$ cat config.mk
export PLATFORM = sky130hd
export DESIGN_NAME = mfpm_pad_mux
export DESIGN_NICKNAME = d
export VERILOG_FILES = /design/src/rtl/mfpm_pkg.sv /design/src/rtl/mfpm_sync_if.sv /design/src/rtl/mfpm_sync.sv /design/src/rtl/mfpm_pad_mux.sv
export VERILOG_INCLUDE_DIRS = /design/src /design/src/rtl
export SDC_FILE = /design/constraint.sdc
export NUM_CORES = 1
export LEC_CHECK = 0
export ABC_AREA = 1
export ABC_CLOCK_PERIOD_IN_PS = 2000
export BUFFER_PORTS_ARGS = -buffer_cell sky130_fd_sc_hd__buf_4
export CORE_AREA = 2 2 202 204
export CTS_CLUSTER_SIZE = 10
export DETAILED_ROUTE_END_ITERATION = 7
export DIE_AREA = 0 0 204 206
export PLACE_DENSITY = 0.48
export SYNTH_ARGS = -nofsm -noshare
export SYNTH_HDL_FRONTEND = slang
export SYNTH_SLANG_ARGS = --single-unit
$ cat constraint.sdc
create_clock -name clk_sys -period 2 [get_ports clk_sys]
set_input_delay 0.4 -clock clk_sys [delete_from_list [all_inputs] [get_ports clk_sys]]
set_output_delay 0.4 -clock clk_sys [all_outputs]
set_load 0.005 [all_outputs]
$ cat src/rtl/mfpm_params.svh
// Constants for the multifunction pad mux: pad numbers, function codes, pull defaults.
// Assumes inclusion by bare name from the package and the design modules.
`ifndef MFPM_PARAMS_SVH
`define MFPM_PARAMS_SVH

`define MFPM_NUM_PADS        32
`define MFPM_SEL_W           3
// Pad numbers handled by this block
`define MFPM_PAD_EXT_RADIO_ACTIVITY_IND   13
`define MFPM_PAD_EXT_RADIO_BAND_IND    14
`define MFPM_PAD_EXT_GRANT   15
`define MFPM_PAD_BT_WAKE     16
`define MFPM_PAD_TSF_OUT     17
`define MFPM_PAD_HS_CTS      18
`define MFPM_PAD_HS_RTS      19
`define MFPM_PAD_HS_RX       20
`define MFPM_PAD_HS_TX       21
`define MFPM_PAD_TRIG0       22
`define MFPM_PAD_TRIG1       23
`define MFPM_PAD_MICRO_SYNC  24
`define MFPM_PAD_COEX_B      25
`define MFPM_PAD_COEX_A      26
`define MFPM_PAD_TCK         27
`define MFPM_PAD_TMS         28
`define MFPM_PAD_TDI         29
`define MFPM_PAD_TDO         30
`define MFPM_PAD_PERST       31
// Function select codes, per pad
`define MFPM_FN_GPIO         3'h0
`define MFPM_FN_ALT1         3'h1
`define MFPM_FN_ALT2         3'h2
`define MFPM_FN_ALT3         3'h3
// Select word before firmware writes it; JTAG defaults come from the phase, not this word
`define MFPM_FN_RESET        96'h0
`define MFPM_PULL_UP_RESET   32'hFFFFFFFF
`define MFPM_PULL_DN_RESET   32'h00000000
`define MFPM_SLEEP_OE_RESET  32'h00000000
`define MFPM_SLEEP_VAL_RESET 32'h00000000

`endif

$ cat src/rtl/mfpm_pkg.sv
// Types for the multifunction pad mux.
// Assumes mfpm_params.svh is on the include path.
`include "mfpm_params.svh"
package mfpm_pkg;
  // Pad phase sequence after power-on reset
  typedef enum logic [4:0] {
    MFPM_ST_RESET    = 5'h01,
    MFPM_ST_POSTBOOT = 5'h02,
    MFPM_ST_DOWNLOAD = 5'h04,
    MFPM_ST_FUNC     = 5'h08,
    MFPM_ST_SLEEP    = 5'h10
  } mfpm_phase_t;

  typedef logic [`MFPM_SEL_W-1:0] mfpm_sel_t;
endpackage : mfpm_pkg

$ cat src/rtl/mfpm_sync_if.sv
// Interface carrying raw and synchronised pad inputs between the top and the synchroniser.
// Assumes one clock domain on the receiving side.
`timescale 1ns/10ps
`include "mfpm_params.svh"
interface mfpm_sync_if;
  logic [`MFPM_NUM_PADS-1:0] raw;
  logic [`MFPM_NUM_PADS-1:0] sync;
  modport top  (output raw, input sync);
  modport sync_side (input raw, output sync);
endinterface : mfpm_sync_if

$ cat src/rtl/mfpm_sync.sv
// Two-flop synchroniser for every pad input.
// Assumes pad inputs are asynchronous to clk_sys.
`timescale 1ns/10ps
`include "mfpm_params.svh"
module mfpm_sync (
  input wire logic    clk_sys,
  input wire logic    rst,
  mfpm_sync_if.sync_side sif
);
  logic [`MFPM_NUM_PADS-1:0] meta_ff;
  logic [`MFPM_NUM_PADS-1:0] sync_ff;
  logic [`MFPM_NUM_PADS-1:0] nxt_meta;
  logic [`MFPM_NUM_PADS-1:0] nxt_sync;

  always_comb begin
    nxt_meta = sif.raw;
    nxt_sync = meta_ff;
  end

  // Idle pads float high through the weak pull-up, so synchronisers reset high
  always_ff @(posedge clk_sys) begin
    if (rst) begin
      meta_ff <= `MFPM_PULL_UP_RESET;
      sync_ff <= `MFPM_PULL_UP_RESET;
    end else begin
      meta_ff <= nxt_meta;
      sync_ff <= nxt_sync;
    end
  end

  assign sif.sync = sync_ff;
endmodule : mfpm_sync

$ cat src/rtl/mfpm_pad_mux.sv
// Multifunction pad mux: pad phase sequencing, per-pad function select, pulls, sleep values.
// Assumes boot/download/sleep status from the system controller on clk_sys.
`timescale 1ns/10ps
`include "mfpm_params.svh"
module mfpm_pad_mux (
  input  wire logic                          clk_sys,
  input  wire logic                          rst,
  // Phase status from the system controller
  input  wire logic                          boot_done,
  input  wire logic                          download_start,
  input  wire logic                          download_done,
  input  wire logic                          sleep_req,
  input  wire logic                          strap_pcie_serial,
  // Firmware configuration
  input  wire logic [3*`MFPM_NUM_PADS-1:0]   fn_sel,
  input  wire logic [`MFPM_NUM_PADS-1:0]     pull_up_en,
  input  wire logic [`MFPM_NUM_PADS-1:0]     pull_dn_en,
  input  wire logic [`MFPM_NUM_PADS-1:0]     sleep_oe,
  input  wire logic [`MFPM_NUM_PADS-1:0]     sleep_val,
  input  wire logic                          tsf_src_mac2,
  // Plain GPIO
  input  wire logic [`MFPM_NUM_PADS-1:0]     gpio_out,
  input  wire logic [`MFPM_NUM_PADS-1:0]     gpio_oe,
  output logic      [`MFPM_NUM_PADS-1:0]     gpio_in,
  // Function-side signals
  input  wire logic                          jtag_tdo,
  output logic                               jtag_tck,
  output logic                               jtag_tms,
  output logic                               jtag_tdi,
  output logic                               pcie_reset_n,
  input  wire logic                          coex_serial_tx,
  output logic                               coex_serial_rx,
  input  wire logic                          wci2_tx,
  output logic                               wci2_rx,
  input  wire logic                          host_serial_tx,
  output logic                               host_serial_rx,
  input  wire logic                          host_serial_request_to_send_n,
  output logic                               host_serial_clear_to_send_n,
  input  wire logic                          ext_radio_grant,
  output logic                               ext_radio_band_ind,
  output logic                               ext_radio_activity_ind,
  output logic                               debug_serial_rx,
  input  wire logic                          debug_serial_tx,
  input  wire logic [1:0]                    narrowband_trigger_out,
  input  wire logic [1:0]                    narrowband_trigger_oe,
  output logic      [1:0]                    narrowband_trigger_in,
  input  wire logic                          tsf_sync_mac1,
  input  wire logic                          tsf_sync_mac2,
  output logic                               micro_timer_sync_in,
  output logic                               le_audio_sync_alt,
  output logic                               bt_wake_input,
  output mfpm_pkg::mfpm_phase_t              pad_phase,
  // Pads
  input  wire logic [`MFPM_NUM_PADS-1:0]     pad_in,
  output logic      [`MFPM_NUM_PADS-1:0]     pad_out,
  output logic      [`MFPM_NUM_PADS-1:0]     pad_oe,
  output logic      [`MFPM_NUM_PADS-1:0]     pad_pull_up,
  output logic      [`MFPM_NUM_PADS-1:0]     pad_pull_dn
);
  mfpm_pkg::mfpm_phase_t       phase_ff;
  mfpm_pkg::mfpm_phase_t       nxt_phase;
  logic                        strap_ff;
  logic                        nxt_strap;
  logic [`MFPM_NUM_PADS-1:0]   out_ff;
  logic [`MFPM_NUM_PADS-1:0]   oe_ff;
  logic [`MFPM_NUM_PADS-1:0]   nxt_out;
  logic [`MFPM_NUM_PADS-1:0]   nxt_oe;
  logic [`MFPM_NUM_PADS-1:0]   pin;
  mfpm_pkg::mfpm_sel_t         sel [`MFPM_NUM_PADS];

  mfpm_sync_if sif ();
  assign sif.raw = pad_in;
  assign pin     = sif.sync;

  mfpm_sync u_sync (
    .clk_sys (clk_sys),
    .rst     (rst),
    .sif     (sif)
  );

  // Effective selection: firmware select in the functional phase only; JTAG defaults on TDO and TMS in every other phase
  always_comb begin
    for (int i = 0; i < `MFPM_NUM_PADS; i++) begin
      if (phase_ff == mfpm_pkg::MFPM_ST_FUNC) begin
        sel[i] = fn_sel[3*i +: 3];
      end else if (i == `MFPM_PAD_TDO || i == `MFPM_PAD_TMS) begin
        sel[i] = `MFPM_FN_ALT1;
      end else begin
        sel[i] = `MFPM_FN_GPIO;
      end
    end
  end

  // Phase sequencing
  always_comb begin
    nxt_phase = phase_ff;
    nxt_strap = strap_ff;
    unique case (phase_ff)
      mfpm_pkg::MFPM_ST_RESET: begin
        nxt_strap = strap_pcie_serial;
        if (boot_done) begin
          nxt_phase = mfpm_pkg::MFPM_ST_POSTBOOT;
        end
      end
      mfpm_pkg::MFPM_ST_POSTBOOT: begin
        if (download_start) begin
          nxt_phase = mfpm_pkg::MFPM_ST_DOWNLOAD;
        end
      end
      mfpm_pkg::MFPM_ST_DOWNLOAD: begin
        if (download_done) begin
          nxt_phase = mfpm_pkg::MFPM_ST_FUNC;
        end
      end
      mfpm_pkg::MFPM_ST_FUNC: begin
        if (sleep_req) begin
          nxt_phase = mfpm_pkg::MFPM_ST_SLEEP;
        end
      end
      mfpm_pkg::MFPM_ST_SLEEP: begin
        if (!sleep_req) begin
          nxt_phase = mfpm_pkg::MFPM_ST_FUNC;
        end
      end
      default: nxt_phase = mfpm_pkg::MFPM_ST_RESET;
    endcase
  end

  // Pad drive per phase and function
  always_comb begin
    nxt_out = '0;
    nxt_oe  = '0;
    for (int i = 0; i < `MFPM_NUM_PADS; i++) begin
      if (sel[i] == `MFPM_FN_GPIO) begin
        nxt_out[i] = gpio_out[i];
        nxt_oe[i]  = gpio_oe[i] && (phase_ff == mfpm_pkg::MFPM_ST_FUNC);
      end
    end
    unique case (phase_ff)
      mfpm_pkg::MFPM_ST_RESET, mfpm_pkg::MFPM_ST_DOWNLOAD: begin
        nxt_out[`MFPM_PAD_TDO] = 1'b1;
        nxt_oe[`MFPM_PAD_TDO]  = 1'b1;
      end
      mfpm_pkg::MFPM_ST_POSTBOOT: begin
        nxt_out[`MFPM_PAD_TDO] = 1'b1;
        nxt_oe[`MFPM_PAD_TDO]  = 1'b1;
        if (strap_ff) begin
          nxt_out[`MFPM_PAD_HS_RTS] = 1'b1;
          nxt_oe[`MFPM_PAD_HS_RTS]  = 1'b1;
          nxt_out[`MFPM_PAD_HS_TX]  = 1'b0;
          nxt_oe[`MFPM_PAD_HS_TX]   = 1'b1;
        end
      end
      mfpm_pkg::MFPM_ST_FUNC: begin
        if (sel[`MFPM_PAD_TDO] == `MFPM_FN_ALT1) begin
          nxt_out[`MFPM_PAD_TDO] = jtag_tdo;
          nxt_oe[`MFPM_PAD_TDO]  = 1'b1;
        end
        if (sel[`MFPM_PAD_COEX_A] == `MFPM_FN_ALT1) begin
          nxt_out[`MFPM_PAD_COEX_A] = coex_serial_tx;
          nxt_oe[`MFPM_PAD_COEX_A]  = 1'b1;
        end
        if (sel[`MFPM_PAD_COEX_B] == `MFPM_FN_ALT2) begin
          nxt_out[`MFPM_PAD_COEX_B] = wci2_tx;
          nxt_oe[`MFPM_PAD_COEX_B]  = 1'b1;
        end
        if (sel[`MFPM_PAD_HS_TX] == `MFPM_FN_ALT1) begin
          nxt_out[`MFPM_PAD_HS_TX] = host_serial_tx;
          nxt_oe[`MFPM_PAD_HS_TX]  = 1'b1;
        end
        if (sel[`MFPM_PAD_HS_RTS] == `MFPM_FN_ALT1) begin
          nxt_out[`MFPM_PAD_HS_RTS] = host_serial_request_to_send_n;
          nxt_oe[`MFPM_PAD_HS_RTS]  = 1'b1;
        end
        if (sel[`MFPM_PAD_EXT_GRANT] == `MFPM_FN_ALT1) begin
          nxt_out[`MFPM_PAD_EXT_GRANT] = ext_radio_grant;
          nxt_oe[`MFPM_PAD_EXT_GRANT]  = 1'b1;
        end
        if (sel[`MFPM_PAD_EXT_RADIO_ACTIVITY_IND] == `MFPM_FN_ALT2) begin
          nxt_out[`MFPM_PAD_EXT_RADIO_ACTIVITY_IND] = debug_serial_tx;
          nxt_oe[`MFPM_PAD_EXT_RADIO_ACTIVITY_IND]  = 1'b1;
        end
        if (sel[`MFPM_PAD_TRIG0] == `MFPM_FN_ALT1) begin
          nxt_out[`MFPM_PAD_TRIG0] = narrowband_trigger_out[0];
          nxt_oe[`MFPM_PAD_TRIG0]  = narrowband_trigger_oe[0];
        end
        if (sel[`MFPM_PAD_TRIG1] == `MFPM_FN_ALT1) begin
          nxt_out[`MFPM_PAD_TRIG1] = narrowband_trigger_out[1];
          nxt_oe[`MFPM_PAD_TRIG1]  = narrowband_trigger_oe[1];
        end
        if (sel[`MFPM_PAD_TSF_OUT] == `MFPM_FN_ALT1) begin
          nxt_out[`MFPM_PAD_TSF_OUT] = tsf_src_mac2 ? tsf_sync_mac2 : tsf_sync_mac1;
          nxt_oe[`MFPM_PAD_TSF_OUT]  = 1'b1;
        end
      end
      mfpm_pkg::MFPM_ST_SLEEP: begin
        nxt_out = sleep_val;
        nxt_oe  = sleep_oe;
      end
      default: begin
        nxt_out = '0;
        nxt_oe  = '0;
      end
    endcase
  end

  always_ff @(posedge clk_sys) begin
    if (rst) begin
      phase_ff <= mfpm_pkg::MFPM_ST_RESET;
      strap_ff <= 1'b0;
      out_ff   <= '0;
      oe_ff    <= '0;
    end else begin
      phase_ff <= nxt_phase;
      strap_ff <= nxt_strap;
      out_ff   <= nxt_out;
      oe_ff    <= nxt_oe;
    end
  end

  // Reset state already shows TDO high from the first cycle of reset
  always_comb begin
    pad_out = out_ff;
    pad_oe  = oe_ff;
    if (phase_ff == mfpm_pkg::MFPM_ST_RESET) begin
      pad_out[`MFPM_PAD_TDO] = 1'b1;
      pad_oe[`MFPM_PAD_TDO]  = 1'b1;
    end
  end

  // Pulls act on input pads only; defaults before firmware takes over
  always_comb begin
    for (int i = 0; i < `MFPM_NUM_PADS; i++) begin
      if (phase_ff == mfpm_pkg::MFPM_ST_FUNC || phase_ff == mfpm_pkg::MFPM_ST_SLEEP) begin
        pad_pull_up[i] = pull_up_en[i] && !pad_oe[i];
        pad_pull_dn[i] = pull_dn_en[i] && !pad_oe[i];
      end else begin
        pad_pull_up[i] = 1'(`MFPM_PULL_UP_RESET >> i) && !pad_oe[i];
        pad_pull_dn[i] = 1'b0;
      end
    end
  end

  // Input routing; unselected functions see their idle level
  always_comb begin
    gpio_in = '1;
    for (int i = 0; i < `MFPM_NUM_PADS; i++) begin
      if (sel[i] == `MFPM_FN_GPIO) begin
        gpio_in[i] = pin[i];
      end
    end
    jtag_tck    = (sel[`MFPM_PAD_TCK] == `MFPM_FN_ALT1) ? pin[`MFPM_PAD_TCK] : 1'b0;
    jtag_tms    = (sel[`MFPM_PAD_TMS] == `MFPM_FN_ALT1) ? pin[`MFPM_PAD_TMS] : 1'b1;
    jtag_tdi    = (sel[`MFPM_PAD_TDI] == `MFPM_FN_ALT1) ? pin[`MFPM_PAD_TDI] : 1'b1;
    le_audio_sync_alt = (sel[`MFPM_PAD_TDI] == `MFPM_FN_ALT2) ? pin[`MFPM_PAD_TDI] : 1'b0;
    pcie_reset_n = (sel[`MFPM_PAD_PERST] == `MFPM_FN_ALT1) ? pin[`MFPM_PAD_PERST] : 1'b1;
    coex_serial_rx = (sel[`MFPM_PAD_COEX_B] == `MFPM_FN_ALT1) ? pin[`MFPM_PAD_COEX_B] : 1'b1;
    wci2_rx = (sel[`MFPM_PAD_COEX_A] == `MFPM_FN_ALT2) ? pin[`MFPM_PAD_COEX_A] : 1'b1;
    host_serial_rx = (sel[`MFPM_PAD_HS_RX] == `MFPM_FN_ALT1) ? pin[`MFPM_PAD_HS_RX] : 1'b1;
    host_serial_clear_to_send_n =
      (sel[`MFPM_PAD_HS_CTS] == `MFPM_FN_ALT1) ? pin[`MFPM_PAD_HS_CTS] : 1'b1;
    ext_radio_band_ind =
      (sel[`MFPM_PAD_EXT_RADIO_BAND_IND] == `MFPM_FN_ALT1) ? pin[`MFPM_PAD_EXT_RADIO_BAND_IND] : 1'b0;
    ext_radio_activity_ind =
      (sel[`MFPM_PAD_EXT_RADIO_ACTIVITY_IND] == `MFPM_FN_ALT1) ? pin[`MFPM_PAD_EXT_RADIO_ACTIVITY_IND] : 1'b0;
    debug_serial_rx =
      (sel[`MFPM_PAD_EXT_RADIO_BAND_IND] == `MFPM_FN_ALT2) ? pin[`MFPM_PAD_EXT_RADIO_BAND_IND] : 1'b1;
    narrowband_trigger_in[0] =
      (sel[`MFPM_PAD_TRIG0] == `MFPM_FN_ALT1) ? pin[`MFPM_PAD_TRIG0] : 1'b0;
    narrowband_trigger_in[1] =
      (sel[`MFPM_PAD_TRIG1] == `MFPM_FN_ALT1) ? pin[`MFPM_PAD_TRIG1] : 1'b0;
    micro_timer_sync_in =
      (sel[`MFPM_PAD_MICRO_SYNC] == `MFPM_FN_ALT1) ? pin[`MFPM_PAD_MICRO_SYNC] : 1'b0;
    bt_wake_input =
      (sel[`MFPM_PAD_BT_WAKE] == `MFPM_FN_ALT1) ? pin[`MFPM_PAD_BT_WAKE] : 1'b0;
  end

  assign pad_phase = phase_ff;
endmodule : mfpm_pad_mux

# After elaboration in Yosys (flattened, before gate mapping)
# Index checks and enable logic that the tools add are counted.
# totals
reg_bits,134
output_inout_bits,181
# classes
n_eq_ne,34
n_mux,273
reduce_logical,165
# op_table
cell,count
$mux W1,203
$logic_and A1 B1 Y1,96
$logic_not A3 Y1,32
$mux W3,32
$eq A3 B1 Y1 const B,19
$pmux W13 S2,2
$logic_not A1 Y1,32
$mux W5,5
$pmux W5 S5,1
$pmux W1 S2,12
$pmux W1 S3,8
$pmux W2 S3,4
$pmux W1 S4,4
$eq A3 B2 Y1 const B,5
$pmux W3 S2,2
$ne A2 B2 Y1 const B,5
$eq A5 B1 Y1 const B,1
$eq A5 B2 Y1 const B,1
$eq A5 B3 Y1 const B,1
$eq A5 B4 Y1 const B,1
$eq A5 B5 Y1 const B,1
$reduce_and A5 Y1,1
$reduce_or A4 Y1,1
$reduce_or A3 Y1,1
other kinds (2),2

# Depth between registers and ports, before layout
# Gate-level depths: netlist (run 1).
# logic_depth
ltp_word,6
mapped_depth,10
ltp_nobuf,9

# By module
# Synthesis (run 1) repeated with hierarchy kept, for this count alone.
# hier_totals
hier_cells,961
hier_area_um2,6688.9
# by_module_without_submodules
mod,instances,cells_per_inst,area_per_inst_um2
mfpm_pad_mux,1,762,4824.6
mfpm_sync,1,199,1864.3

# Worst setup path before layout (run 1)
# Ideal clock, no wire load.
# synth_path
path_kind,register to output
from,"register phase_ff[0], in the netlist pad_phase[0]"
to,output ext_radio_activity_ind
arrival_time_ns,1.251
required_ns,1.600
setup_slack_ns,0.349
path_stages_with_launch,8
path_buffers,2
path_cell_list,dfxtp_1 > nor2_4 > nand2_1 > nor2_2 > buf_4 > buf_2 > nand4_1 > a21oi_1
# synth_between
elab_chain_len,4
# synth_lines
element,line,rtl
"start, declared",mfpm_pad_mux.sv:60,mfpm_pkg::mfpm_phase_t phase_ff;
"start signal, assigned",mfpm_pad_mux.sv:209,phase_ff <= mfpm_pkg::MFPM_ST_RESET;
"start signal, assigned",mfpm_pad_mux.sv:214,phase_ff <= nxt_phase;
$eq A5 B4 Y1,mfpm_pad_mux.sv:84,if (phase_ff == mfpm_pkg::MFPM_ST_FUNC) begin
$mux W3,mfpm_pad_mux.sv:84,
$eq A3 B1 Y1 (no line),-,
$mux W1,mfpm_pad_mux.sv:265,(sel[`MFPM_PAD_EXT_RADIO_ACTIVITY_IND] == `MFPM_FN_ALT1) ? pin[`MFPM_PAD_EXT_RADIO_ACTIVITY_IND] : 1'b0;
"end, declared",mfpm_pad_mux.sv:41,"output logic ext_radio_activity_ind,"
# No other way between the ends.

# Worst setup path in the final report (run 1)
# layout_path
from,"register phase_ff[1], in the netlist pad_phase[1]"
to,output gpio_in[30]
# layout_between
elab_chain_len,4
# layout_lines
element,line,rtl
$eq A5 B4 Y1,mfpm_pad_mux.sv:84,
$mux W3,mfpm_pad_mux.sv:84,
$logic_not A3 Y1 (no line),-,
$mux W1,mfpm_pad_mux.sv:248,if (sel[i] == `MFPM_FN_GPIO) begin
"end, declared",mfpm_pad_mux.sv:24,"output logic [`MFPM_NUM_PADS-1:0] gpio_in,"
# No other way between the ends.

==> impl_metrics.py, run 1 <==
metrics = {
    "run_status": {
        "run_status": "complete, but fails checks",
        "failing_checks": "negative setup slack",
    },
    "logic_synthesis": {
        "post_synth_most_frequent_cells": "sky130_fd_sc_hd__nor2_1 (176), sky130_fd_sc_hd__nand2_1 (141), sky130_fd_sc_hd__dfxtp_1 (134)",
        "synthDominantCellAreaShare": 0.412,
        "synth_edf_count": 0,
        "synth_cell_types": 31,
        "yosys_most_used_dff": "sky130_fd_sc_hd__dfxtp_1",
        "ys_warn_count": 0,
        "post_synthesis_mean_instance_area_um2": 7.09,
        "synth_sequential_area_ratio": 0.412,
        "post_synthesis_cell_area_um2": 6500,
        "postSynthRegisterBits": 134,
        "netlist_top_cells_area": "sky130_fd_sc_hd__dfxtp_1 (41%), sky130_fd_sc_hd__nor2_1 (10%), sky130_fd_sc_hd__or2_2 (8.5%)",
        "post-synth-top-count-cell": "sky130_fd_sc_hd__nor2_1",
        "asyncSetResetFlopFracSynth": 0,
        "synthesis.nets": 1258,
        "synthCells": 917,
        "library_cell_with_the_largest_summed_area_after_synthesis": "sky130_fd_sc_hd__dfxtp_1",
    },
    "drt": {
        "firstDrtPassIters": 5,
        "detail_route.drc_violations": 0,
        "detail_route.vias_per_cell": 4.09,
        "avgRoutedWirePerCell_um": 20.5,
        "drt-initial-drc-count": 480,
        "routed-via-count": 8156,
        "finalWirelength_um": 40900,
        "ant_nets": 0,
    },
    "critical_path": {
        "critical_path_endpoint_category": "primary output",
        "worst_flop_to_flop_path_startpoint": "pad_phase[1]",
        "cell_depth_of_the_worst_flop_to_flop_path": 10,
        "worst_setup_path_start_kind": "flip-flop",
        "startpoint": "pad_phase[1]",
        "critical_path.reg2reg.endpoint": "out_ff[14]",
        "crit_path_max_fanout": 6,
        "critical_path_required_ns": 1.60,
        "worst_case_register_to_register_setup_slack_ns": -0.07,
        "kind_of_critical_path": "reg2out",
        "critical_path_arrival_ns": 1.96,
        "setup.worst_path.end": "gpio_in[30]",
    },
    "finish": {
        "synthToLayoutAreaGrowth_pct": 101,
        "final_cell_count_no_fill": 1994,
        "area_of_combinational_cells_with_multiple_inputs_um2": 3780,
        "num_antenna_cells": 0,
        "layout-drive-gt1-share": 0.616,
        "footprint_of_the_flip_flops_and_latches_um2": 2690,
        "num-fill-cells": 4356,
        "num-nets-final": 1790,
    },
    "timing": {
        "setup_repair_after_global_routing_missed_its_margin": "true",
        "worstMarginPinSlew_ns": 0.864,
        "share_of_the_clock_period_used_by_the_worst_path_after_layout": 1.18,
        "fin_worst_setup_slack_ns": -0.363,
        "hold_viol": 0,
        "max-slew-margin-rel": 0.420,
        "timing.fmax_mhz": 423,
        "final_max_slew_viol_count": 0,
        "fin_worst_skew_ns": 0.00794,
        "min_period_ns": 2.36,
        "setup_viol": 117,
    },
    "global_routing": {
        "grt_overflow": 0,
        "grt_use_total": 0.171,
        "wire_length_of_the_first_global_routing_pass_um": 50700,
        "grt_antenna_before_repair": 2,
        "grt_max_degree": 67,
        "via_count_of_the_first_global_routing_pass": 7288,
    },
    "placed_design": {
        "gpl.final_weighted_congestion": 0.966,
        "dpl.cell_count": 1926,
        "port_buffers": 521,
        "dp_hpwl_um": 31100,
    },
    "cts": {
        "clock_tree.root_cell": "sky130_fd_sc_hd__clkbuf_16",
        "cts_htree_levels": 4,
        "cts.reportedPaths.clkPinSlew_ns": 0.06,
        "cts-root-to-sink-buffers": 2,
        "clk-insertion-delay-late_ns": 0.44,
        "clock_tree_from_tritoncts": "done",
        "postCtsHoldBufs": 0,
        "cts_inserted_buffers": 17,
        "number_of_sinks_handled_by_clock_tree_synthesis": 134,
    },
    "power": {
        "leakage_nw": 6.02,
        "power_density_nw_per_um2": 815,
        "post-layout-total-power_mw": 10.6,
        "power.ir.vdd_worst_mv": 0.581,
    },
    "run": {
        "drv_cap": 0,
    },
    "floorplanning": {
        "num_rows": 74,
        "num_io_pins": 522,
        "die-area_um2": 42000,
        "initial_core_util": 0.162,
        "fp.coreArea_um2": 40200,
        "die_height_um": 206,
        "die_span_in_x_um": 204,
    },
    "min_path": {
        "hp-class": "in2reg",
    },
}
[worst max-delay path, stage by stage, from the launching register on]
cell and delay [ns]:
sky130_fd_sc_hd__dfxtp_4 0.36, sky130_fd_sc_hd__nor2_4 0.15, sky130_fd_sc_hd__nand2_2 0.09, sky130_fd_sc_hd__nor2_4 0.18, sky130_fd_sc_hd__buf_6 0.17, sky130_fd_sc_hd__nand2_2 0.05, sky130_fd_sc_hd__or3_1 0.38, sky130_fd_sc_hd__buf_4 0.14
[through the flow]
step                      setup slack [ns]  instance area (um^2)  TNS (ns)  utilization  hold slack, ns
after floorplan                      0.349                  6500         0            -           0.389
after global placement             -0.0758                 11000   -0.0758        0.273           0.391
after detailed placement           -0.0960                 11000   -0.0960        0.273           0.392
after CTS                           -0.346                 11800    -26.54        0.295           0.109
after global routing                -0.448                 13100    -41.30        0.325           0.116
final                               -0.363                 13100    -29.14        0.325           0.144
[cell type report]
type | instances | area share
Timing Repair Buffer | 614 | 0.389
Multi-Input combinational cell | 615 | 0.289
Sequential cell | 134 | 0.206
Tap cell | 532 | 0.0510
Clock buffer | 17 | 0.0326
Inverter | 67 | 0.0198
Clock inverter | 15 | 0.0119
[flip-flops by register name, summed over array words and instances, names as in the netlist]
name and flops:
u_sync.sif.sync 32, u_sync.meta_ff 32, strap_ff 1, pad_phase 5, out_ff 32, oe_ff 32
[worst min-delay path by stage]
stage	slack, ns	cells after the start	startpoint	endpoint
global route	0.12	2	pad_in[0]	u_sync.meta_ff[0]
global placement	0.39	1	u_sync.meta_ff[0]	u_sync.sif.sync[0]
detailed placement	0.39	1	u_sync.meta_ff[11]	u_sync.sif.sync[11]
floorplan	0.39	1	u_sync.meta_ff[0]	u_sync.sif.sync[0]
CTS	0.11	2	pad_in[17]	u_sync.meta_ff[17]
finish	0.14	2	pad_in[17]	u_sync.meta_ff[17]
[what timing repair did]
action                                  CTS  global route
endpoints found under the setup margin  114           114
resized for setup                        54           256
hold endpoints to repair                  0             0
gates cloned                              1             8
pin swaps                                 0            25
setup buffers                            10            21
[logic make-up (layout without fill, tap and decap cells)]
kind of cell	after synthesis	count (layout)	share of synthesized area
AO/OA/AOI/OAI	79	79	0.0685
flip-flops	134	134	0.412
buffers and inverters	168	713	0.139
AND/OR/NAND/NOR	536	536	0.380
[layout by cell type (no fill, tap or decap), types with 2 or more instances in the layout]
| cell | count |
|---|---|
| sky130_fd_sc_hd__or2_4 | 18 |
| sky130_fd_sc_hd__inv_1 | 62 |
| sky130_fd_sc_hd__inv_2 | 3 |
| sky130_fd_sc_hd__clkinvlp_4 | 6 |
| sky130_fd_sc_hd__bufinv_16 | 2 |
| sky130_fd_sc_hd__buf_12 | 15 |
| sky130_fd_sc_hd__nand3_2 | 8 |
| sky130_fd_sc_hd__o211ai_1 | 2 |
| sky130_fd_sc_hd__nand3b_1 | 10 |
| sky130_fd_sc_hd__buf_6 | 32 |
| sky130_fd_sc_hd__nand3_1 | 55 |
| sky130_fd_sc_hd__a21oi_2 | 11 |
| sky130_fd_sc_hd__clkinv_4 | 3 |
| sky130_fd_sc_hd__a21oi_1 | 44 |
| sky130_fd_sc_hd__nor2_4 | 54 |
| sky130_fd_sc_hd__nor4_4 | 3 |
| sky130_fd_sc_hd__o21ai_4 | 2 |
| sky130_fd_sc_hd__clkbuf_16 | 23 |
| sky130_fd_sc_hd__nor2_1 | 91 |
| sky130_fd_sc_hd__dfxtp_2 | 4 |
| sky130_fd_sc_hd__o21ai_0 | 6 |
| sky130_fd_sc_hd__nor2_2 | 35 |
| sky130_fd_sc_hd__nand2_4 | 11 |
| sky130_fd_sc_hd__nand2_1 | 104 |
| sky130_fd_sc_hd__inv_6 | 2 |
| sky130_fd_sc_hd__buf_8 | 5 |
| sky130_fd_sc_hd__buf_4 | 555 |
| sky130_fd_sc_hd__o2111ai_1 | 7 |
| sky130_fd_sc_hd__nand2_2 | 26 |
| sky130_fd_sc_hd__a32oi_1 | 3 |
| sky130_fd_sc_hd__nand3_4 | 2 |
| sky130_fd_sc_hd__clkinv_2 | 3 |
| sky130_fd_sc_hd__nor3_1 | 26 |
| sky130_fd_sc_hd__or2_2 | 70 |
| sky130_fd_sc_hd__nor3_4 | 2 |
| sky130_fd_sc_hd__dfxtp_1 | 129 |
| sky130_fd_sc_hd__nand4_1 | 16 |
[per-layer routing]
| metal | up-vias | part of all wire | global-route usage |
|---|---|---|---|
| met2 | 301 | 0.47 | 0.257 |
| met3 | 34 | 0.054 | 0.0386 |
| li1 | 3935 | - | - |
| met4 | 2 | 0.015 | 0.0466 |
| met5 | - | 0.00020 | 0 |
| met1 | 3884 | 0.46 | 0.244 |
[report_power, final]
group	switching (mW)	internal [mW]
Sequential	0.168	2.99
Combinational	2.19	2.11
Clock	1.35	1.84
Power figures use the tool's default switching activity.
==> inputs of run 2 (changes only) <==
--- a/config.mk
+++ b/config.mk
@@ -9,11 +9,12 @@
 export ABC_AREA = 1
 export ABC_CLOCK_PERIOD_IN_PS = 2000
 export BUFFER_PORTS_ARGS = -buffer_cell sky130_fd_sc_hd__buf_4
-export CORE_AREA = 2 2 202 204
+export CORE_AREA = 2 2 201 203
 export CTS_CLUSTER_SIZE = 10
 export DETAILED_ROUTE_END_ITERATION = 7
-export DIE_AREA = 0 0 204 206
-export PLACE_DENSITY = 0.48
+export DIE_AREA = 0 0 203 205
+export PLACE_DENSITY = 0.49
 export SYNTH_ARGS = -nofsm -noshare
 export SYNTH_HDL_FRONTEND = slang
 export SYNTH_SLANG_ARGS = --single-unit
+export TNS_END_PERCENT = 30
==> impl_metrics.py, run 2 (synthesized netlist as in run 1, its figures left out) <==
metrics = {
    "drt": {
        "avgRoutedWirePerCell_um": 19.1,
        "ant_nets": 0,
        "firstDrtPassIters": 5,
        "routed-via-count": 7914,
        "detail_route.drc_violations": 0,
        "finalWirelength_um": 37700,
        "drt-initial-drc-count": 513,
        "detail_route.vias_per_cell": 4.01,
    },
    "min_path": {
        "hp-class": "in2reg",
    },
    "floorplanning": {
        "initial_core_util": 0.165,
        "fp.coreArea_um2": 39400,
        "die_span_in_x_um": 203,
        "die_height_um": 205,
        "die-area_um2": 41600,
        "num_io_pins": 522,
        "num_rows": 73,
    },
    "finish": {
        "most_frequent_cells_in_the_layout": "sky130_fd_sc_hd__buf_4 (576), sky130_fd_sc_hd__nor2_1 (146), sky130_fd_sc_hd__dfxtp_1 (130)",
        "final_cell_count_no_fill": 1976,
        "num-fill-cells": 4232,
        "area_of_combinational_cells_with_multiple_inputs_um2": 3270,
        "layout-drive-gt1-share": 0.555,
        "synthToLayoutAreaGrowth_pct": 88.9,
        "footprint_of_the_flip_flops_and_latches_um2": 2690,
        "num-nets-final": 1777,
        "layout.cells.most_common": "sky130_fd_sc_hd__buf_4",
    },
    "placed_design": {
        "dp_hpwl_um": 30200,
        "dpl_worst_slack_ns": 0.0550,
        "dpl.cell_count": 1919,
        "port_buffers": 521,
        "gpl.final_weighted_congestion": 0.964,
    },
    "timing": {
        "timing.fmax_mhz": 427,
        "fin_worst_setup_slack_ns": -0.342,
        "worstMarginPinSlew_ns": 0.658,
        "share_of_the_clock_period_used_by_the_worst_path_after_layout": 1.17,
        "min_period_ns": 2.34,
        "hold_viol": 0,
        "setup_repair_after_global_routing_missed_its_margin": "true",
        "max-slew-margin-rel": 0.561,
        "setup_viol": 113,
        "fin_worst_skew_ns": 0.00875,
        "final_max_slew_viol_count": 0,
    },
    "cts": {
        "clock_tree_from_tritoncts": "done",
        "cts-root-to-sink-buffers": 2,
        "cts_htree_levels": 4,
        "clk-insertion-delay-late_ns": 0.45,
        "postCtsHoldBufs": 0,
        "number_of_sinks_handled_by_clock_tree_synthesis": 134,
        "cts_inserted_buffers": 17,
        "cts.reportedPaths.clkPinSlew_ns": 0.06,
        "clock_tree.root_cell": "sky130_fd_sc_hd__clkbuf_16",
    },
    "power": {
        "leakage_nw": 5.91,
        "power.ir.vdd_worst_mv": 0.610,
        "power_density_nw_per_um2": 851,
    },
    "critical_path": {
        "crit_path_max_fanout": 6,
        "critical_path_required_ns": 1.60,
        "critical_path_endpoint_category": "primary output",
        "kind_of_critical_path": "reg2out",
        "critical_path_arrival_ns": 1.94,
        "worst_setup_path_start_kind": "flip-flop",
    },
    "global_routing": {
        "wire_length_of_the_first_global_routing_pass_um": 50800,
        "grt_overflow": 0,
        "grt_use_total": 0.171,
        "grt_max_degree": 67,
        "via_count_of_the_first_global_routing_pass": 7402,
        "grt_antenna_before_repair": 3,
    },
    "run": {
        "drv_cap": 0,
    },
    "run_status": {
        "run_status": "complete, but fails checks",
        "failing_checks": "negative setup slack",
    },
}
run 2: timing repair:
item,in CTS,in global routing
pin swaps,6,23
endpoints found under the setup margin,114,128
resized for setup,41,85
gates cloned,2,3
setup buffers,12,6
run 2: path summary, 6_finish.rpt:
kind	endpoint	slack [ns]	from	cells past startpoint
hold / removal	u_sync.meta_ff[6]	0.13	pad_in[6]	2
setup reg to reg	oe_ff[21]	0.08	pad_phase[0]	11
setup / recovery	pad_pull_dn[8]	-0.34	pad_phase[3]	9
hold reg to reg	u_sync.sif.sync[7]	0.40	u_sync.meta_ff[7]	1
run 2: critical path, stage by stage (launching register included):
cell and delay (ns):
sky130_fd_sc_hd__dfxtp_2 0.34, sky130_fd_sc_hd__nor2_2 0.22, sky130_fd_sc_hd__nand3_2 0.14, sky130_fd_sc_hd__inv_2 0.12, sky130_fd_sc_hd__nor2_4 0.06, sky130_fd_sc_hd__clkinv_4 0.13, sky130_fd_sc_hd__clkbuf_16 0.20, sky130_fd_sc_hd__nand2_2 0.05
sky130_fd_sc_hd__nor2_1 0.12, sky130_fd_sc_hd__buf_4 0.12
run 2: area by class of cell:
cell class	count	area share
antenna	2	0.000407
sequential	134	0.219
tap	525	0.0535
multi-input combinational	615	0.267
timing repair buffer	601	0.387
clock buffer	20	0.0364
clock inverter	12	0.0164
inverter	67	0.0209
run 2: routing by layer:
| metal | vias up | global-route usage | share of wire | wire length, um |
|---|---|---|---|---|
| met4 | 2 | 0.0553 | 0.014 | 530 |
| met5 | - | 0 | 0.00034 | 13 |
| met3 | 25 | 0.0339 | 0.055 | 2070 |
| li1 | 3907 | - | - | - |
| met2 | 287 | 0.262 | 0.48 | 17900 |
| met1 | 3693 | 0.239 | 0.46 | 17200 |
run 2: power by group:
part | switching, mW | internal, mW
combinational | 1.93 | 1.87
sequential | 0.144 | 2.98
clock | 1.28 | 2.24
total | 3.35 | 7.10
run 2: stage by stage:
stage | power, mW | util | area [um^2] | setup TNS [ns] | hold WS, ns
floorplan | 4.67 | - | 6500 | 0 | 0.389
global placement | 6.60 | 0.278 | 11000 | 0 | 0.391
detailed placement | 6.60 | 0.278 | 11000 | 0 | 0.394
CTS | 10.3 | 0.302 | 11900 | -27.76 | 0.0924
global route | 11.0 | 0.312 | 12300 | -36.24 | 0.108
finish | 10.5 | 0.312 | 12300 | -24.09 | 0.130
==> inputs of run 3 (changes only) <==
--- a/config.mk
+++ b/config.mk
@@ -9,12 +9,13 @@
 export ABC_AREA = 1
 export ABC_CLOCK_PERIOD_IN_PS = 2000
 export BUFFER_PORTS_ARGS = -buffer_cell sky130_fd_sc_hd__buf_4
-export CORE_AREA = 2 2 201 203
+export CORE_AREA = 2 2 204 206
 export CTS_CLUSTER_SIZE = 10
 export DETAILED_ROUTE_END_ITERATION = 7
-export DIE_AREA = 0 0 203 205
-export PLACE_DENSITY = 0.49
+export DIE_AREA = 0 0 206 208
+export PLACE_DENSITY = 0.48
 export SYNTH_ARGS = -nofsm -noshare
 export SYNTH_HDL_FRONTEND = slang
+export SYNTH_HIERARCHICAL = 1
 export SYNTH_SLANG_ARGS = --single-unit
 export TNS_END_PERCENT = 30
==> impl_metrics.py, run 3 <==
metrics = {
    "run_status": {
        "run_status": "complete, but fails checks",
        "failing_checks": "negative setup slack",
    },
    "cts": {
        "cts_htree_levels": 4,
        "clk-insertion-delay-late_ns": 0.44,
        "cts_inserted_buffers": 17,
        "clock_tree.root_cell": "sky130_fd_sc_hd__clkbuf_16",
        "clock_tree_from_tritoncts": "done",
        "postCtsHoldBufs": 0,
        "cts-root-to-sink-buffers": 2,
        "number_of_sinks_handled_by_clock_tree_synthesis": 134,
        "cts.reportedPaths.clkPinSlew_ns": 0.07,
    },
    "timing": {
        "hold_viol": 0,
        "min_period_ns": 2.28,
        "share_of_the_clock_period_used_by_the_worst_path_after_layout": 1.14,
        "fin_worst_setup_slack_ns": -0.278,
        "fin_worst_skew_ns": 0.0110,
        "timing.fmax_mhz": 439,
        "setup_viol": 112,
        "setup_repair_after_global_routing_missed_its_margin": "true",
        "max-slew-margin-rel": 0.563,
        "final_max_slew_viol_count": 0,
        "worstMarginPinSlew_ns": 0.650,
    },
    "logic_synthesis": {
        "synthDominantCellAreaShare": 0.401,
        "synthesis.nets": 1302,
        "postSynthRegisterBits": 134,
        "synth_edf_count": 0,
        "asyncSetResetFlopFracSynth": 0,
        "post_synth_most_frequent_cells": "sky130_fd_sc_hd__nand2_1 (188), sky130_fd_sc_hd__nor2_1 (182), sky130_fd_sc_hd__dfxtp_1 (134)",
        "netlist_top_cells_area": "sky130_fd_sc_hd__dfxtp_1 (40%), sky130_fd_sc_hd__nand2_1 (11%), sky130_fd_sc_hd__nor2_1 (10%)",
        "ys_warn_count": 6,
        "post-synth-top-count-cell": "sky130_fd_sc_hd__nand2_1",
        "library_cell_with_the_largest_summed_area_after_synthesis": "sky130_fd_sc_hd__dfxtp_1",
        "synthCells": 961,
        "post_synthesis_cell_area_um2": 6690,
        "post_synthesis_mean_instance_area_um2": 6.96,
        "yosys_most_used_dff": "sky130_fd_sc_hd__dfxtp_1",
        "synth_sequential_area_ratio": 0.401,
        "synth_cell_types": 33,
    },
    "critical_path": {
        "critical_path_required_ns": 1.60,
        "cell_depth_of_the_worst_flop_to_flop_path": 12,
        "crit_chain": "nor2_4 > nand2_2 > nor2_4 > buf_12 > buf_12 > nand2_4 > or3_4 > buf_6",
        "kind_of_critical_path": "reg2out",
        "crit_path_max_fanout": 5,
        "slowest_cell_on_the_critical_path": "sky130_fd_sc_hd__dfxtp_2",
        "worst_setup_path_start_kind": "flip-flop",
        "critical_path_endpoint_category": "primary output",
        "max_stage_delay_ns": 0.34,
        "critical_path_arrival_ns": 1.88,
        "worst_case_register_to_register_setup_slack_ns": 0.13,
    },
    "placed_design": {
        "port_buffers": 521,
        "gpl.final_weighted_congestion": 0.933,
        "post_placement_cell_area_um2": 11000,
        "dpl_worst_slack_ns": -0.0377,
        "dp_hpwl_um": 30100,
        "dpl.cell_count": 1961,
    },
    "drt": {
        "finalWirelength_um": 38300,
        "detail_route.drc_violations": 0,
        "drt-initial-drc-count": 429,
        "detail_route.vias_per_cell": 4.00,
        "firstDrtPassIters": 5,
        "ant_nets": 0,
        "routed-via-count": 8057,
        "avgRoutedWirePerCell_um": 19.0,
    },
    "power": {
        "post-layout-total-power_mw": 10.3,
        "power_density_nw_per_um2": 837,
        "power.ir.vdd_worst_mv": 0.464,
        "leakage_nw": 6.16,
    },
    "finish": {
        "num-fill-cells": 4431,
        "synthToLayoutAreaGrowth_pct": 83.4,
        "final_cell_count_no_fill": 2016,
        "finalInstanceArea_um2": 12300,
        "layout-drive-gt1-share": 0.485,
        "fin_util": 0.303,
        "layout.cells.most_common": "sky130_fd_sc_hd__buf_4",
        "num-nets-final": 1810,
        "footprint_of_the_flip_flops_and_latches_um2": 2690,
        "most_frequent_cells_in_the_layout": "sky130_fd_sc_hd__buf_4 (555), sky130_fd_sc_hd__nand2_1 (178), sky130_fd_sc_hd__nor2_1 (159)",
        "area_of_combinational_cells_with_multiple_inputs_um2": 3120,
    },
    "floorplanning": {
        "die_span_in_x_um": 206,
        "die-area_um2": 42800,
        "num_io_pins": 522,
        "num_rows": 74,
        "die_height_um": 208,
        "fp.coreArea_um2": 40600,
        "initial_core_util": 0.165,
    },
    "global_routing": {
        "grt_use_total": 0.170,
        "wire_length_of_the_first_global_routing_pass_um": 52200,
        "grt_antenna_before_repair": 3,
        "grt_overflow": 0,
        "grt_max_degree": 65,
        "via_count_of_the_first_global_routing_pass": 7932,
    },
    "min_path": {
        "hp-class": "in2reg",
        "timing.hold.worst_path_depth": 3,
    },
    "run": {
        "drv_cap": 0,
    },
}
-- run 3: final cells by class --
cell class                 instances  area share
inverter                         115      0.0360
multi-input combinational        612       0.254
sequential                       134       0.220
antenna                            2    0.000408
clock buffer                      18      0.0358
clock inverter                    14      0.0115
tap                              532      0.0543
timing repair buffer             589       0.388
-- run 3: path summary, 6_finish.rpt --
path                                    startpoint                  end
worst max-delay path                  pad_phase[0]          gpio_in[30]
worst min register to register  u_sync/meta_ff[21]  u_sync/sif.sync[21]
worst max register to register        pad_phase[0]           out_ff[21]
worst min-delay path                    pad_in[17]   u_sync/meta_ff[17]
-- run 3: per-layer routing --
| layer | wire [um] | vias to the layer above | part of all wire | global-route usage |
|---|---|---|---|---|
| met5 | 13 | - | 0.00034 | 0 |
| met4 | 711 | 2 | 0.019 | 0.0480 |
| met2 | 18300 | 320 | 0.48 | 0.278 |
| li1 | - | 3973 | - | - |
| met1 | 16900 | 3727 | 0.44 | 0.224 |
| met3 | 2380 | 35 | 0.062 | 0.0374 |
-- run 3: logic make-up (layout without fill, tap and decap cells) --
logic type | Yosys count | count (layout) | share of synthesized area
AND/OR/NAND/NOR | 530 | 530 | 0.351
buffers and inverters | 215 | 736 | 0.177
flip-flops | 134 | 134 | 0.401
AO/OA/AOI/OAI | 82 | 82 | 0.0709
other | 0 | 2 | 0
-- run 3: stage by stage --
| step | TNS, ns | hold slack, ns |
|---|---|---|
| finish | -16.32 | 0.133 |
| global route | -30.78 | 0.112 |
| CTS | -22.85 | 0.0979 |
| detailed placement | -0.0377 | 0.393 |
| global placement | -0.0627 | 0.389 |
| floorplan | 0 | 0.387 |
-- run 3: critical path: cells and delay by family, from the launching register on --
family,cells,cell delay [ns]
buffers and inverters,3,0.36
DFF,1,0.34
and+or+nand+nor,5,0.74
-- run 3: power by group --
group / switching [mW] / internal (mW)
registers: 0.174 / 3.02
clock network: 1.44 / 1.78
logic: 1.95 / 1.91
-- run 3: timing repair --
item,4_1_cts,5_1_grt
cloned,3,3
setup endpoints to repair,114,122
gates resized for setup,42,71
hold endpoints to repair,0,0
pin swaps,5,7
buffers inserted,8,7
